===== config.mk =====
export PLATFORM = sky130hd
export DESIGN_NAME = hbc_ctrl
export DESIGN_NICKNAME = d
export VERILOG_FILES = /design/src/rtl/hbc_ctrl.v /design/src/rtl/hbc_sync.v
export VERILOG_INCLUDE_DIRS = /design/src /design/src/rtl
export SDC_FILE = /design/constraint.sdc
export NUM_CORES = 1
export LEC_CHECK = 0
export BUFFER_PORTS_ARGS = -buffer_cell sky130_fd_sc_hd__buf_2
export CORE_ASPECT_RATIO = 0.6
export CORE_MARGIN = 5
export CORE_UTILIZATION = 35
export CTS_CLUSTER_DIAMETER = 30
export DETAILED_ROUTE_END_ITERATION = 12
export PLACE_DENSITY = 0.59
export SKIP_CTS_REPAIR_TIMING = 1
export SLEW_MARGIN = 20
export SYNTH_ARGS = -nofsm -noshare
export SYNTH_HDL_FRONTEND = slang
export SYNTH_SLANG_ARGS = --single-unit

===== constraint.sdc =====
create_clock -name clk_in -period 3.7 [get_ports clk_in]
set_clock_uncertainty 0.15 [all_clocks]
set_input_delay 0.37 -clock clk_in [delete_from_list [all_inputs] [get_ports clk_in]]
set_output_delay 0.37 -clock clk_in [all_outputs]
set_load 0.03 [all_outputs]

===== src/rtl/hbc_defines.vh =====
// Purpose: Constants for the host bus control block.
// Assumes: Included by the control module by its bare name; the synchroniser does not include it.
// Notes:   Mode codes and timing counts live here.
`ifndef HBC_DEFINES_VH
`define HBC_DEFINES_VH
// ==========================================================================
// Bus mode select codes.
`define HBC_MODE_GENERIC 2'h0
`define HBC_MODE_ECLK    2'h1
`define HBC_MODE_STROBE  2'h2
// ==========================================================================
// Transfer timing in clock cycles.
`define HBC_BUSY_CYCLES  4'h3
`define HBC_DONE_CYCLES  4'h1
`define HBC_CNT_ZERO     4'h0
`define HBC_CNT_ONE      4'h1
// ==========================================================================
// States, one-hot.
`define HBC_ST_IDLE      4'h1
`define HBC_ST_BUSY      4'h2
`define HBC_ST_DONE      4'h4
`define HBC_ST_HOLD      4'h8
`endif


===== src/rtl/hbc_ctrl.v =====
// Purpose: Host bus control signals: select, hold-off, address strobe.
// Assumes: Host pins are asynchronous; mode select is static.
// Notes:   Hold-off pin is output, value and output enable.
`timescale 1ns/1ps
`default_nettype none
`include "hbc_defines.vh"
module hbc_ctrl (
	// Clock and reset
	input  wire       clk_in,
	input  wire       rst_in,
	// Mode
	input  wire [1:0] mode_in,
	// Host pins
	input  wire       cs_n_in,
	input  wire       as_n_in,
	input  wire       rd_n_in,
	input  wire       wr_n_in,
	// Hold-off pin
	output reg        hold_out,
	output reg        hold_oe_out,
	// Core side
	output reg        data_oe_out,
	output reg        rd_stb_out,
	output reg        wr_stb_out
);
	// ==================================================================
	// One-hot transfer states.
	localparam [3:0] ST_IDLE = `HBC_ST_IDLE;
	localparam [3:0] ST_BUSY = `HBC_ST_BUSY;
	localparam [3:0] ST_DONE = `HBC_ST_DONE;
	localparam [3:0] ST_HOLD = `HBC_ST_HOLD;
	// ==================================================================
	// Helpers.
	// True when a synchronised level has just gone from high to low.
	function fell_f;
		input cur;
		input prev;
		begin
			fell_f = ~cur & prev;
		end
	endfunction
	// True when a synchronised level has just gone from low to high.
	function rose_f;
		input cur;
		input prev;
		begin
			rose_f = cur & ~prev;
		end
	endfunction
	// True in the states in which the hold-off pin is driven.
	function hold_drive_f;
		input [3:0] st;
		begin
			hold_drive_f = (st == ST_BUSY) | (st == ST_DONE);
		end
	endfunction
	// Level shown on the hold-off pin while it is driven.
	function hold_level_f;
		input       ack;
		input [3:0] st;
		begin
			if (ack) begin
				hold_level_f = (st != ST_DONE);
			end else begin
				hold_level_f = (st != ST_BUSY);
			end
		end
	endfunction
	wire       cs_n_s;
	wire       as_n_s;
	wire       rd_n_s;
	wire       wr_n_s;
	reg        rd_n_d_reg;
	reg        wr_n_d_reg;
	reg  [3:0] state_reg;
	reg  [3:0] state_next;
	reg  [3:0] cnt_reg;
	reg  [3:0] cnt_next;
	reg        is_rd_reg;
	reg        is_rd_next;
	reg        go;
	reg        go_rd;
	reg        sel;
	reg        act;
	wire       gen_mode;
	wire       ack_mode;
	// ==================================================================
	// Mode decode.
	assign gen_mode = (mode_in == `HBC_MODE_GENERIC);
	assign ack_mode = (mode_in == `HBC_MODE_STROBE);
	// ==================================================================
	// Pin synchronisers.
	hbc_sync #(.RST_VAL(1'b1)) u_cs (.clk_in(clk_in), .rst_in(rst_in),
		.d_in(cs_n_in), .q_out(cs_n_s));
	hbc_sync #(.RST_VAL(1'b1)) u_as (.clk_in(clk_in), .rst_in(rst_in),
		.d_in(as_n_in), .q_out(as_n_s));
	hbc_sync #(.RST_VAL(1'b1)) u_rd (.clk_in(clk_in), .rst_in(rst_in),
		.d_in(rd_n_in), .q_out(rd_n_s));
	hbc_sync #(.RST_VAL(1'b1)) u_wr (.clk_in(clk_in), .rst_in(rst_in),
		.d_in(wr_n_in), .q_out(wr_n_s));
	// ==================================================================
	// Start detection per mode.
	always @* begin
		go    = 1'b0;
		go_rd = 1'b0;
		act   = 1'b0;
		sel   = ~cs_n_s;
		case (mode_in)
		`HBC_MODE_GENERIC: begin
			act = ~rd_n_s;
			if (fell_f(rd_n_s, rd_n_d_reg)) begin
				go    = sel;
				go_rd = 1'b1;
			end
			if (rose_f(wr_n_s, wr_n_d_reg)) begin
				go    = sel;
				go_rd = 1'b0;
			end
		end
		`HBC_MODE_ECLK: begin
			// The enable clock is active high: its rise starts a transfer.
			act   = rd_n_s & wr_n_s;
			go    = sel & rose_f(rd_n_s, rd_n_d_reg);
			go_rd = wr_n_s;
		end
		`HBC_MODE_STROBE: begin
			sel   = ~cs_n_s & ~as_n_s;
			act   = ~rd_n_s & wr_n_s;
			// The data strobe is active low: its fall starts a transfer.
			go    = sel & fell_f(rd_n_s, rd_n_d_reg);
			go_rd = wr_n_s;
		end
		default: begin
			sel = 1'b0;
		end
		endcase
	end
	// ==================================================================
	// Transfer state machine.
	always @* begin
		state_next = state_reg;
		cnt_next   = cnt_reg;
		is_rd_next = is_rd_reg;
		case (state_reg)
		ST_IDLE: begin
			if (go) begin
				state_next = ST_BUSY;
				cnt_next   = `HBC_BUSY_CYCLES;
				is_rd_next = go_rd;
			end
		end
		ST_BUSY: begin
			if (cnt_reg == `HBC_CNT_ONE) begin
				state_next = ST_DONE;
				cnt_next   = `HBC_DONE_CYCLES;
			end else begin
				cnt_next = cnt_reg - `HBC_CNT_ONE;
			end
		end
		ST_DONE: begin
			if (cnt_reg == `HBC_CNT_ONE) begin
				state_next = ST_HOLD;
				cnt_next   = `HBC_CNT_ZERO;
			end else begin
				cnt_next = cnt_reg - `HBC_CNT_ONE;
			end
		end
		ST_HOLD: begin
			if (~sel | ~act) begin
				state_next = ST_IDLE;
			end
		end
		default: begin
			state_next = ST_IDLE;
			cnt_next   = `HBC_CNT_ZERO;
		end
		endcase
		if (~sel) begin
			state_next = ST_IDLE;
			cnt_next   = `HBC_CNT_ZERO;
		end
	end
	// ==================================================================
	// Registers and outputs.
	always @(posedge clk_in) begin
		if (rst_in) begin
			state_reg   <= ST_IDLE;
			cnt_reg     <= `HBC_CNT_ZERO;
			is_rd_reg   <= 1'b0;
			rd_n_d_reg  <= 1'b1;
			wr_n_d_reg  <= 1'b1;
			hold_out    <= 1'b1;
			hold_oe_out <= 1'b0;
			data_oe_out <= 1'b0;
			rd_stb_out  <= 1'b0;
			wr_stb_out  <= 1'b0;
		end else begin
			state_reg   <= state_next;
			cnt_reg     <= cnt_next;
			is_rd_reg   <= is_rd_next;
			rd_n_d_reg  <= rd_n_s;
			wr_n_d_reg  <= wr_n_s;
			rd_stb_out  <= go & go_rd;
			wr_stb_out  <= go & ~go_rd;
			data_oe_out <= sel & act & (mode_in == `HBC_MODE_GENERIC ?
				1'b1 : is_rd_next);
			if (gen_mode | ack_mode) begin
				// Generic mode waits low, strobe mode waits high.
				hold_out    <= hold_level_f(ack_mode, state_next);
				hold_oe_out <= hold_drive_f(state_next);
			end else begin
				hold_out    <= 1'b1;
				hold_oe_out <= 1'b0;
			end
		end
	end
endmodule
`default_nettype wire


===== src/rtl/hbc_sync.v =====
// Purpose: Three-stage synchroniser with agreement filter for pin inputs.
// Assumes: Single clock clk_in; synchronous active-high reset.
// Notes:   Output changes only when stages two and three agree.
`timescale 1ns/1ps
`default_nettype none
module hbc_sync #(
	parameter [0:0] RST_VAL = 1'b1
) (
	// Clock and reset
	input  wire clk_in,
	input  wire rst_in,
	// Data
	input  wire d_in,
	output reg  q_out
);
	reg s1_reg;
	reg s2_reg;
	reg s3_reg;
	// ==================================================================
	// Stages and filter.
	always @(posedge clk_in) begin
		if (rst_in) begin
			s1_reg <= RST_VAL;
			s2_reg <= RST_VAL;
			s3_reg <= RST_VAL;
			q_out  <= RST_VAL;
		end else begin
			s1_reg <= d_in;
			s2_reg <= s1_reg;
			s3_reg <= s2_reg;
			if (s2_reg == s3_reg) begin
				q_out <= s3_reg;
			end
		end
	end
endmodule
`default_nettype wire


## Word level (Yosys, flattened, before mapping)

Cells that the tools add are included.
Widths: inputs -> output; s select.

| storage, ports and cells | value |
|---|---|
| bits in registers | 32 |
| bits of input ports | 8 |
| output and inout bits | 5 |
| logic and storage cells | 96 |

| operators by class | value |
|---|---|
| add/sub/neg operators | 1 |
| equality and inequality tests | 16 |
| multiplexer cells | 22 |
| bitwise operators | 25 |
| reductions and logical operators | 6 |

Operator list:

| operator | count |
|---|---|
| $mux 4 | 8 |
| $pmux 4 s4 | 2 |
| $and 1x1->1 | 12 |
| $not 1->1 | 10 |
| $eq 4x1->1 const B | 2 |
| $eq 4x2->1 const B | 2 |
| $eq 4x3->1 const B | 2 |
| $mux 1 | 8 |
| $reduce_or 2->1 | 4 |
| $pmux 1 s3 | 2 |
| $eq 1x1->1 | 4 |
| $eq 4x4->1 const B | 1 |
| $ne 4x2->1 const B | 1 |
| $ne 4x3->1 const B | 1 |
| $pmux 1 s2 | 2 |
| $sub 4x1->4 const B | 1 |
| $or 1x1->1 | 3 |
| $eq 2x1->1 const B | 1 |
| $eq 2x2->1 const B | 1 |
| $logic_not 2->1 | 1 |
| $ne 2x2->1 const B | 1 |
| $reduce_and 2->1 | 1 |

## Depth between registers and ports, before layout

Gate-level depths: netlist of the first run.

| logic depth | value |
|---|---|
| word-level depth | 10 |
| mapped depth | 7 |
| mapped depth without buffers | 6 |

## Modules after synthesis

Synthesis of the first run repeated with hierarchy kept, for this count alone.

| unflattened totals | value |
|---|---|
| cells, all modules | 151 |
| area, all modules | 1415.1 µm² |

Modules (own cells, without submodules):

| module | times used | cells an instance | area each (µm²) |
|---|---|---|---|
| hbc_ctrl | 1 | 111 | 954.7 |
| hbc_sync | 4 | 10 | 115.1 |

## Worst setup path before layout of the first run

No wires, ideal clock.

| path | value |
|---|---|
| kind | input-to-reg |
| start point | input port mode_in[0] |
| end point | register state_reg[0] |
| setup time | 122 ps |
| data arrival time | 1658 ps |
| setup slack | 1770 ps |
| stages on the path | 7 |
| buffers on the path | 1 |
| cells stage by stage | inv_1 > ha_1 > nor2b_1 > o311ai_2 > or2_0 > buf_2 > a221o_1 |

| between the ends | value |
|---|---|
| cells in the longest elaborated chain, start to end | 8 |
| elaborated cells on any way between the ends | 14 |
| those cells by class | eq/ne: 2; mux: 7; bitwise: 3; reduce/logical: 2 |

RTL lines:

| item | RTL line | text |
|---|---|---|
| start, declared | hbc_ctrl.v:12 | `input wire [1:0] mode_in,` |
| $eq 2x1->1 or $logic_not 2->1 (tied branches) | hbc_ctrl.v:108 | `case (mode_in)` |
| $reduce_or 2->1 (no source line) | -- |  |
| $pmux 1 s2 | hbc_ctrl.v:108 |  |
| $not 1->1 (no source line) | -- |  |
| $or 1x1->1 | hbc_ctrl.v:169 | `if (~sel \| ~act) begin` |
| $mux 4 | hbc_ctrl.v:169 |  |
| $pmux 4 s4 | hbc_ctrl.v:144 | `case (state_reg)` |
| $mux 4 (*) | hbc_ctrl.v:178 | `if (~sel) begin` |
| end signal, assigned | hbc_ctrl.v:198 | `state_reg <= state_next;` |
| end, declared | hbc_ctrl.v:75 | `reg [3:0] state_reg;` |

Mark *: on every way between the ends. The rest lies on a longest branch, timed or not.
A chain may end at the register's enable or synchronous reset.

## Final worst setup path of the first run

| path | value |
|---|---|
| start point | register cnt_reg[0] |
| end point | register hold_out |

| between the ends | value |
|---|---|
| cells in the longest elaborated chain, start to end | 6 |
| elaborated cells on any way between the ends | 8 |
| those cells by class | eq/ne: 3; mux: 5 |

RTL lines:

| item | RTL line | text |
|---|---|---|
| start, declared | hbc_ctrl.v:77 | `reg [3:0] cnt_reg;` |
| start signal, assigned | hbc_ctrl.v:188 | `` cnt_reg <= `HBC_CNT_ZERO; `` |
| start signal, assigned | hbc_ctrl.v:199 | `cnt_reg <= cnt_next;` |
| $eq 4x1->1 (no source line) (*) | -- |  |
| $mux 4, on equally long branches | hbc_ctrl.v:161, hbc_ctrl.v:153 |  |
| $pmux 4 s4 (*) | hbc_ctrl.v:144 |  |
| $mux 4 (*) | hbc_ctrl.v:178 |  |
| $ne 4x2->1 or $ne 4x3->1 (tied branches) | hbc_ctrl.v:65, hbc_ctrl.v:63 |  |
| $mux 1 (*) | hbc_ctrl.v:62 | `if (ack) begin` |
| end signal, assigned | hbc_ctrl.v:209 | `hold_out <= hold_level_f(ack_mode, state_next);` |
| end, declared | hbc_ctrl.v:19 | `output reg hold_out,` |

Marks and branches as above.

==> results of run 1 <==
## how the worst max path moves through the flow
stage / startpoint / end / slack [ns]
5_1_grt: cnt_reg[0] / hold_out / 1.51
6_report: cnt_reg[0] / hold_out / 1.64
2_1_floorplan: mode_in[0] / state_reg[0] / 1.77
3_5_place_dp: mode_in[0] / state_reg[0] / 1.42
4_1_cts: cnt_reg[0] / hold_out / 1.65
3_3_place_gp: mode_in[0] / state_reg[0] / 1.55
## stage by stage
| step | util | worst slack, ns | instance area (sq um) | hold WS (ns) | instances |
|---|---|---|---|---|---|
| 2_1_floorplan | - | 1.77 | 1550 | 0.239 | 163 |
| 3_3_place_gp | 0.388 | 1.55 | 1630 | 0.241 | 225 |
| 3_5_place_dp | 0.388 | 1.42 | 1630 | 0.243 | 225 |
| 4_1_cts | 0.414 | 1.65 | 1730 | 0.115 | 233 |
| 5_1_grt | 0.414 | 1.51 | 1730 | 0.117 | 233 |
| 6_report | 0.414 | 1.64 | 1730 | 0.121 | 233 |
## cells in the mapped netlist, drive strengths merged, types with 2 or more instances
library cell / instances
a21oi: 12
buf: 8
ha: 6
nand4b: 2
nor3b: 4
or3b: 2
nand2: 9
a211oi: 5
inv: 9
a311oi: 2
or2: 15
o31a: 3
o21ai: 5
nand3b: 2
a221o: 2
nor2: 10
nor4b: 5
a31oi: 2
nor3: 3
clkbuf: 2
dfxtp: 32
nor2b: 5
## cell families after synthesis
kind of cell / Yosys count
AND/OR/NAND/NOR: 63
flip-flops: 32
multiplexers: 1
AO/OA/AOI/OAI: 41
adder cells (fa/ha/maj): 6
XOR/XNOR: 1
buffers and inverters: 19
## report_power, final
part	internal (W)	switching [W]
clock	0.000200	0.000124
sequential	0.000350	0.00000210
combinational	0.0000120	0.0000147
## per-layer routing
metal / part of all wire / up-vias
li1: - / 603
met1: 0.49 / 547
met2: 0.41 / 35
met3: 0.084 / 4
met4: 0.013 / 0
met5: 0 / -
## cell type report
| class | count | area, sq um | share of cell area |
|---|---|---|---|
| Clock buffer | 6 | 72.6 | 0.0418 |
| Multi-Input combinational cell | 112 | 817 | 0.471 |
| Inverter | 9 | 33.8 | 0.0195 |
| Sequential cell | 32 | 641 | 0.369 |
| Tap cell | 60 | 75.1 | 0.0433 |
| Clock inverter | 2 | 35.0 | 0.0202 |
| Timing Repair Buffer | 12 | 60.1 | 0.0346 |
==> run_results.csv, run 1 <==
group,metric,value,unit
worst_setup_path,crit_family,"simple AND/OR/NAND/NOR gates",
worst_setup_path,crit_fanout,5,
floorplan,core,4190,sq um
grt,gr-usage-met2,0.174,
sta,post-route-period-util,0.558,
floorplan,start_util,0.370,
clock_network,cts_made_buffers,5,
synth,yosys.area_share.xor_xnor,0.0105,
hold_path,min_path_type,"input port to register",
place,place_hpwl,2360,um
sta,fin_tns_setup,0,ns
final_layout,fillers,424,
worst_setup_path,end_kind,"register",
power_and_ir_drop,p_total,0.000702,W
drt,drtIter0Drc,49,
final_layout,final_cell_mix,"dfxtp_1 (32), or2_2 (14), a21oi_1 (12), buf_2 (12), nor2_1 (10)",
synth,ys_async_sr_fraction,0,
synth,synth_top_family_by_area,"simple AND/OR/NAND/NOR gates",
synth,synth_fa_ha_area_frac,0.0484,
worst_setup_path,reg2reg_depth,5,
hold_path,holdPathEnd,"u_cs.s1_reg",
grt,grt-ovfl-total,0,
synth,syn_nets,177,
synth,yosysUniqueCellTypes,44,
grt,first_global_vias,1112,
synth,yosysTopAreaCell,"dfxtp_1",
sta,slew_viol_final,0,
drt,drc,0,
synth,avgSynthCellArea,9.51,sq um
drt,routed_wl,3220,um
clock_network,htreeDepth,2,
clock_network,clkTransAtPathRegs,0.07,ns
job,max_cap_viol_count,0,
worst_setup_path,reg2reg_from,"cnt_reg[0]",
clock_network,clockRootBuffer,"clkbuf_8",
power_and_ir_drop,p_leak,0.675,nW
grt,grt_use_met3,0.0452,
place,numPortBuffers,12,
worst_setup_path,cp_num_buf_inv,0,
grt,grt_pass1_wl,5200,um
worst_setup_path,arrival,2.07,ns
floorplan,die_w,95.9,um
synth,seq_area_frac_synth,0.413,
power_and_ir_drop,powerDensity,405,nW/um^2
synth,synthSimpleGateAreaFrac,0.266,
drt,via_per_inst,5.10,
synth,synthMuxAreaShare,0.00646,
sta,max_freq,484,MHz
clock_network,clock_latency,0.28,ns
drt,dr_total_vias,1189,
hold_path,whs_path_depth,2,
worst_setup_path,crit_cells,5,
synth,syn_area,1550,sq um
final_layout,syn_to_final_growth,11.9,%
synth,ys_top_cells_by_area,"dfxtp_1 (41%), or2_2 (5.6%), ha_1 (4.8%)",
floorplan,num_rows,18,
drt,drt.antenna.violating_nets,0,
grt,track_usage,0.118,
worst_setup_path,r2r_end,"hold_out",
status,status,"finished clean",
grt,grt_max_degree,20,
worst_setup_path,cpPeakStageDelay,0.44,ns
worst_setup_path,worstSetupPathType,"register to register",
final_layout,drive_gt1_frac,0.237,
sta,hold_viol_final,0,
floorplan,die_y,61.6,um
synth,synth_edf_count,0,
synth,yosys_warnings,0,
synth,synth_flop_cell,"dfxtp_1",
drt,drt_first_pass_iters,4,
final_layout,num_antenna_cells,0,
final_layout,nNetsFinal,186,
worst_setup_path,reg2reg_slack,1.64,ns
worst_setup_path,crit_slowest_cell,"or3b_1",
floorplan,dieArea,5900,sq um
sta,setup_viol,0,
synth,syn_inst,163,
worst_setup_path,cp.required,3.70,ns
clock_network,clock_path_buffers,2,
sta,worstMarginPinSlew,0.559,ns
hold_path,hp-start,"cs_n_in",
drt,route.detailed.wl_per_inst,13.8,um
grt,grtUsageMet1,0.153,
sta,rsz0062_at_grt,"false",
synth,synth_top_area_frac,0.413,
worst_setup_path,cp-start-kind,"register",
power_and_ir_drop,ir_worst_vdd,0.000239,V
sta,slew_headroom,0.627,
synth,synth_compound_area_frac,0.196,
clock_network,clkSinkCount,32,
grt,grt.busiest_layer,"met2",
worst_setup_path,crit_chain,"ha_1 -> or3b_1 -> mux2i_1 -> nor4b_1 -> a31oi_1",
synth,synth-seq-cells,32,
final_layout,layout_commonest_cell,"dfxtp_1",
grt,antenna_found_initial,0,
place,routabilityCongestion,0.853,
floorplan,io-pin-count,13,
clock_network,tritoncts,"built",
sta,min_period,2.06,ns
Note: power is estimated with default switching activity, not from simulation.
==> run 2, diff against run 1 <==
==> constraint.sdc (replaced) <==
create_clock -name clk_in -period 2.1 [get_ports clk_in]
set_clock_uncertainty 0.15 [all_clocks]
set_input_delay 0.21 -clock clk_in [delete_from_list [all_inputs] [get_ports clk_in]]
set_output_delay 0.21 -clock clk_in [all_outputs]
set_load 0.03 [all_outputs]
==> run 2 against run 1 <==
  * Clock-buffer cell count is 1 higher
  * Global-route usage increased by 0.27 points
  * Core utilization is 1.9 points higher
  * Cell count rose by 3.9%
  * Design area up 4.5%
  * Maximum frequency is 7.6% higher
  * Sequential power grew 76%
  * Critical path depth unchanged
  * Register-to-register slack worse by 1.5 ns
  * Total power grew 67%
==> run_results.csv, run 2 (synthesized netlist as in run 1, its figures left out) <==
group,metric,value,unit
status,status,"finished clean",
sta,hold_viol_final,0,
place,routabilityCongestion,0.847,
worst_setup_path,crit_family,"simple AND/OR/NAND/NOR gates",
grt,grt_pass1_wl,5320,um
final_layout,final_cell_mix,"dfxtp_1 (29), or2_2 (14), a21oi_1 (12), buf_2 (12), nor2_1 (10)",
final_layout,nNetsFinal,196,
power_and_ir_drop,p_total,0.00117,W
final_layout,num_antenna_cells,0,
worst_setup_path,r2r_end,"hold_out",
grt,first_global_vias,1104,
clock_network,clkSinkCount,32,
floorplan,num_rows,18,
final_layout,drive_gt1_frac,0.275,
place,numPortBuffers,12,
clock_network,tritoncts,"built",
sta,post-route-period-util,0.914,
floorplan,core,4190,sq um
worst_setup_path,reg2reg_from,"cnt_reg[0]",
final_layout,finalNonFillerCells,242,
sta,min_period,1.92,ns
power_and_ir_drop,powerDensity,647,nW/um^2
worst_setup_path,end_kind,"register",
worst_setup_path,crit_cells,5,
drt,routed_wl,3230,um
sta,max_freq,521,MHz
grt,grt-ovfl-total,0,
grt,grt_max_degree,20,
floorplan,dieArea,5900,sq um
sta,slew_viol_final,0,
worst_setup_path,crit_fanout,5,
drt,drtIter0Drc,111,
sta,worstMarginPinSlew,0.518,ns
clock_network,clock_latency,0.28,ns
final_layout,stdcell_area,1810,sq um
floorplan,start_util,0.370,
place,placedCellCount,231,
drt,route.detailed.wl_per_inst,13.4,um
clock_network,clock_path_buffers,2,
drt,via_per_inst,5.10,
place,place_hpwl,2400,um
final_layout,syn_to_final_growth,16.9,%
worst_setup_path,cp.required,2.10,ns
worst_setup_path,cp_num_buf_inv,0,
grt,track_usage,0.120,
place,dpl_worst_slack,-0.0312,ns
floorplan,die_w,95.9,um
job,max_cap_viol_count,0,
sta,setup_viol,0,
worst_setup_path,crit_chain,"ha_1 -> or3b_1 -> mux2i_1 -> nor4b_1 -> a31oi_1",
sta,slew_headroom,0.654,
clock_network,htreeDepth,2,
hold_path,min_path_type,"input port to register",
worst_setup_path,crit_slowest_cell,"or3b_1",
floorplan,die_y,61.6,um
drt,dr_total_vias,1235,
drt,drt_first_pass_iters,4,
worst_setup_path,endpoint,"hold_out",
sta,rsz0062_at_grt,"false",
worst_setup_path,crit_start,"cnt_reg[0]",
place,place_area,1670,sq um
floorplan,io-pin-count,13,
worst_setup_path,arrival,1.92,ns
drt,drt.antenna.violating_nets,0,
clock_network,cts_made_buffers,5,
sta,fin_ws,0.181,ns
worst_setup_path,reg2reg_slack,0.18,ns
final_layout,layout_commonest_cell,"dfxtp_1",
worst_setup_path,worstSetupPathType,"register to register",
sta,holdWs,0.191,ns
worst_setup_path,cp-start-kind,"register",
grt,antenna_found_initial,0,
clock_network,clockRootBuffer,"clkbuf_8",
worst_setup_path,reg2reg_depth,5,
power_and_ir_drop,p_leak,0.716,nW
worst_setup_path,cpPeakStageDelay,0.44,ns
drt,drc,0,
power_and_ir_drop,ir_worst_vdd,0.000325,V
clock_network,clkTransAtPathRegs,0.06,ns
[run 2: cell count changes in the layout (fill, tap and decap cells not counted), sizes merged]
cell	previous run	this run
buf	12	18
bufinv	1	0
clkbuf	6	7
clkinv	1	0
dlygate4sd3	0	4
[run 2: how the worst min path moves through the flow]
stage                start          end  depth (start not counted)
3_3_place_gp   u_rd.s1_reg  u_rd.s2_reg                          1
5_1_grt             rst_in   rd_stb_out                          2
4_1_cts            as_n_in  u_as.s1_reg                          2
2_1_floorplan       rst_in  data_oe_out                          1
6_report            rst_in    is_rd_reg                          2
3_5_place_dp       as_n_in  u_as.s1_reg                          2
[run 2: layout make-up]
type	count	area (sq um)
multi-input combinational	112	817
tap	60	75.1
fill	420	2380
inverter	9	33.8
timing repair buffer	22	145
clock buffer	7	96.3
sequential	32	644
[run 2: where the power goes]
group	total, W	switching, W	internal [W]
clock network	0.000498	0.000206	0.000291
logic	0.0000546	0.0000272	0.0000275
registers	0.000621	0.00000389	0.000617
total	0.00117	0.000237	0.000935
[run 2: stage by stage]
step	utilization	TNS, ns
after global placement	0.399	0
after floorplan	-	0
after global routing	0.432	0
after CTS	0.422	0
after detailed placement	0.399	-0.0312
final	0.432	0
[run 2: per-layer routing]
layer | vias up | global-route usage | share of wire
li1 | 618 | - | -
met5 | - | 0 | 0
met4 | 0 | 0.0425 | 0.0087
met3 | 4 | 0.0379 | 0.059
met1 | 575 | 0.175 | 0.54
met2 | 38 | 0.166 | 0.40
==> run 3, diff against run 2 <==
==> constraint.sdc (replaced) <==
create_clock -name clk_in -period 2.1 [get_ports clk_in]
set_clock_uncertainty 0.15 [all_clocks]
set_input_delay 0 -clock clk_in [delete_from_list [all_inputs] [get_ports clk_in]]
set_output_delay 0 -clock clk_in [all_outputs]
set_load 0.03 [all_outputs]
==> run 3 against run 2 <==
  * Non-clock buffer count is 3 lower
  * Total power is 1.8% lower
  * Combinational power increased by 2%
  * Global-route usage increased by 0.11 points
  * Register-to-register slack worse by 0.03 ns
  * First-iteration DRC count down 41%
  * Critical path type unchanged
  * Critical endpoint is now cnt_reg[1]
==> run_results.csv, run 3 (synthesized netlist as in run 1, its figures left out) <==
group,metric,value,unit
final_layout,layout_commonest_cell,"dfxtp_1",
clock_network,clock_latency,0.28,ns
power_and_ir_drop,ir_worst_vdd,0.000359,V
worst_setup_path,cp-start-kind,"register",
floorplan,die_y,61.6,um
sta,rsz0062_at_grt,"false",
clock_network,tritoncts,"built",
drt,drt.antenna.violating_nets,0,
sta,max_freq,513,MHz
sta,slew_headroom,0.610,
floorplan,start_util,0.370,
place,numPortBuffers,12,
grt,first_global_vias,1151,
worst_setup_path,cp.required,2.10,ns
drt,wl_met3,165,um
grt,track_usage,0.121,
floorplan,core,4190,sq um
power_and_ir_drop,p_total,0.00115,W
floorplan,num_rows,18,
hold_path,whs_path_depth,4,
worst_setup_path,arrival,1.95,ns
drt,drc,0,
place,routabilityCongestion,0.942,
drt,dr_total_vias,1245,
worst_setup_path,endpoint,"cnt_reg[1]",
clock_network,clkSinkCount,32,
floorplan,dieArea,5900,sq um
final_layout,fillers,417,
worst_setup_path,r2r_end,"cnt_reg[1]",
floorplan,die_w,95.9,um
job,max_cap_viol_count,0,
sta,min_period,1.95,ns
clock_network,htreeDepth,2,
clock_network,clkTransAtPathRegs,0.06,ns
sta,slew_viol_final,0,
worst_setup_path,worstSetupPathType,"register to register",
final_layout,num_antenna_cells,0,
worst_setup_path,end_kind,"register",
grt,grt-ovfl-total,0,
final_layout,syn_to_final_growth,16.0,%
grt,grt_pass1_wl,5420,um
drt,drt_first_pass_iters,4,
floorplan,io-pin-count,13,
sta,worstMarginPinSlew,0.583,ns
drt,maxUsedRoutingLayer,"met4",
clock_network,cts_made_buffers,5,
drt,routed_wl,3190,um
final_layout,final_cell_mix,"dfxtp_1 (29), or2_2 (14), a21oi_1 (12), buf_2 (12), nor2_1 (10)",
worst_setup_path,crit_start,"state_reg[1]",
clock_network,clock_path_buffers,2,
drt,via_per_inst,5.19,
sta,setup_viol,0,
sta,post-route-period-util,0.929,
place,place_hpwl,2370,um
power_and_ir_drop,powerDensity,640,nW/um^2
final_layout,drive_gt1_frac,0.261,
drt,wl_met1,1670,um
worst_setup_path,reg2reg_depth,4,
grt,grt_max_degree,20,
status,status,"finished clean",
power_and_ir_drop,p_leak,0.698,nW
place,dpl_worst_slack,0.122,ns
grt,antenna_found_initial,0,
drt,wl_met2,1310,um
drt,drtIter0Drc,66,
sta,fin_ws,0.149,ns
worst_setup_path,reg2reg_slack,0.15,ns
worst_setup_path,crit_fanout,12,
worst_setup_path,reg2reg_from,"state_reg[1]",
sta,fin_tns_setup,0,ns
sta,hold_viol_final,0,
final_layout,nNetsFinal,193,
hold_path,min_path_type,"input port to register",
clock_network,clockRootBuffer,"clkbuf_8",
drt,route.detailed.wl_per_inst,13.3,um
-- run 3: cell count changes in the layout (fill, tap and decap cells not counted), sizes merged --
cell | before | now
buf | 18 | 14
clkbuf | 7 | 8
dlygate4sd3 | 4 | 5
-- run 3: through the flow --
| stage | cell area [sq um] | hold slack (ns) | std cells | util |
|---|---|---|---|---|
| final | 1800 | 0.157 | 240 | 0.429 |
| after global routing | 1800 | 0.152 | 240 | 0.429 |
| after CTS | 1730 | -0.255 | 235 | 0.413 |
| after detailed placement | 1640 | 0.0350 | 227 | 0.392 |
| after global placement | 1640 | 0.0319 | 227 | 0.392 |
| after floorplan | 1550 | -0.0733 | 163 | - |
-- run 3: layout make-up --
| cell class | count | area, sq um | area share |
|---|---|---|---|
| Multi-Input combinational cell | 112 | 830 | 0.461 |
| Timing Repair Buffer | 19 | 125 | 0.0696 |
| Inverter | 9 | 33.8 | 0.0188 |
| Sequential cell | 32 | 644 | 0.358 |
| Tap cell | 60 | 75.1 | 0.0418 |
| Clock buffer | 8 | 90.1 | 0.0501 |
-- run 3: worst min path at each step --
stage / from / endpoint / slack (ns)
after detailed placement: rd_n_in / u_rd.s1_reg / 0.04
after floorplan: rst_in / data_oe_out / -0.07
after global routing: mode_in[1] / hold_oe_out / 0.15
after CTS: rd_n_in / u_rd.s1_reg / -0.25
after global placement: rd_n_in / u_rd.s1_reg / 0.03
final: mode_in[1] / hold_oe_out / 0.16
-- run 3: layer usage --
layer  track usage  vias up
li1              -      615
met1         0.173      585
met2         0.175       38
met3        0.0379        7
met4        0.0385        0
met5             0        -
-- run 3: critical path, cell delays in order (launching register included) --
cell	delay, ns
dfxtp_1	0.58
nor2_1	0.09
a211oi_1	0.50
or2_0	0.38
nor3_1	0.12
-- run 3: report_power, final --
part / switching, W / total [W] / internal (W)
Sequential: 0.00000388 / 0.000620 / 0.000617
Combinational: 0.0000274 / 0.0000558 / 0.0000284
Clock: 0.000208 / 0.000475 / 0.000267
Total: 0.000240 / 0.00115 / 0.000912
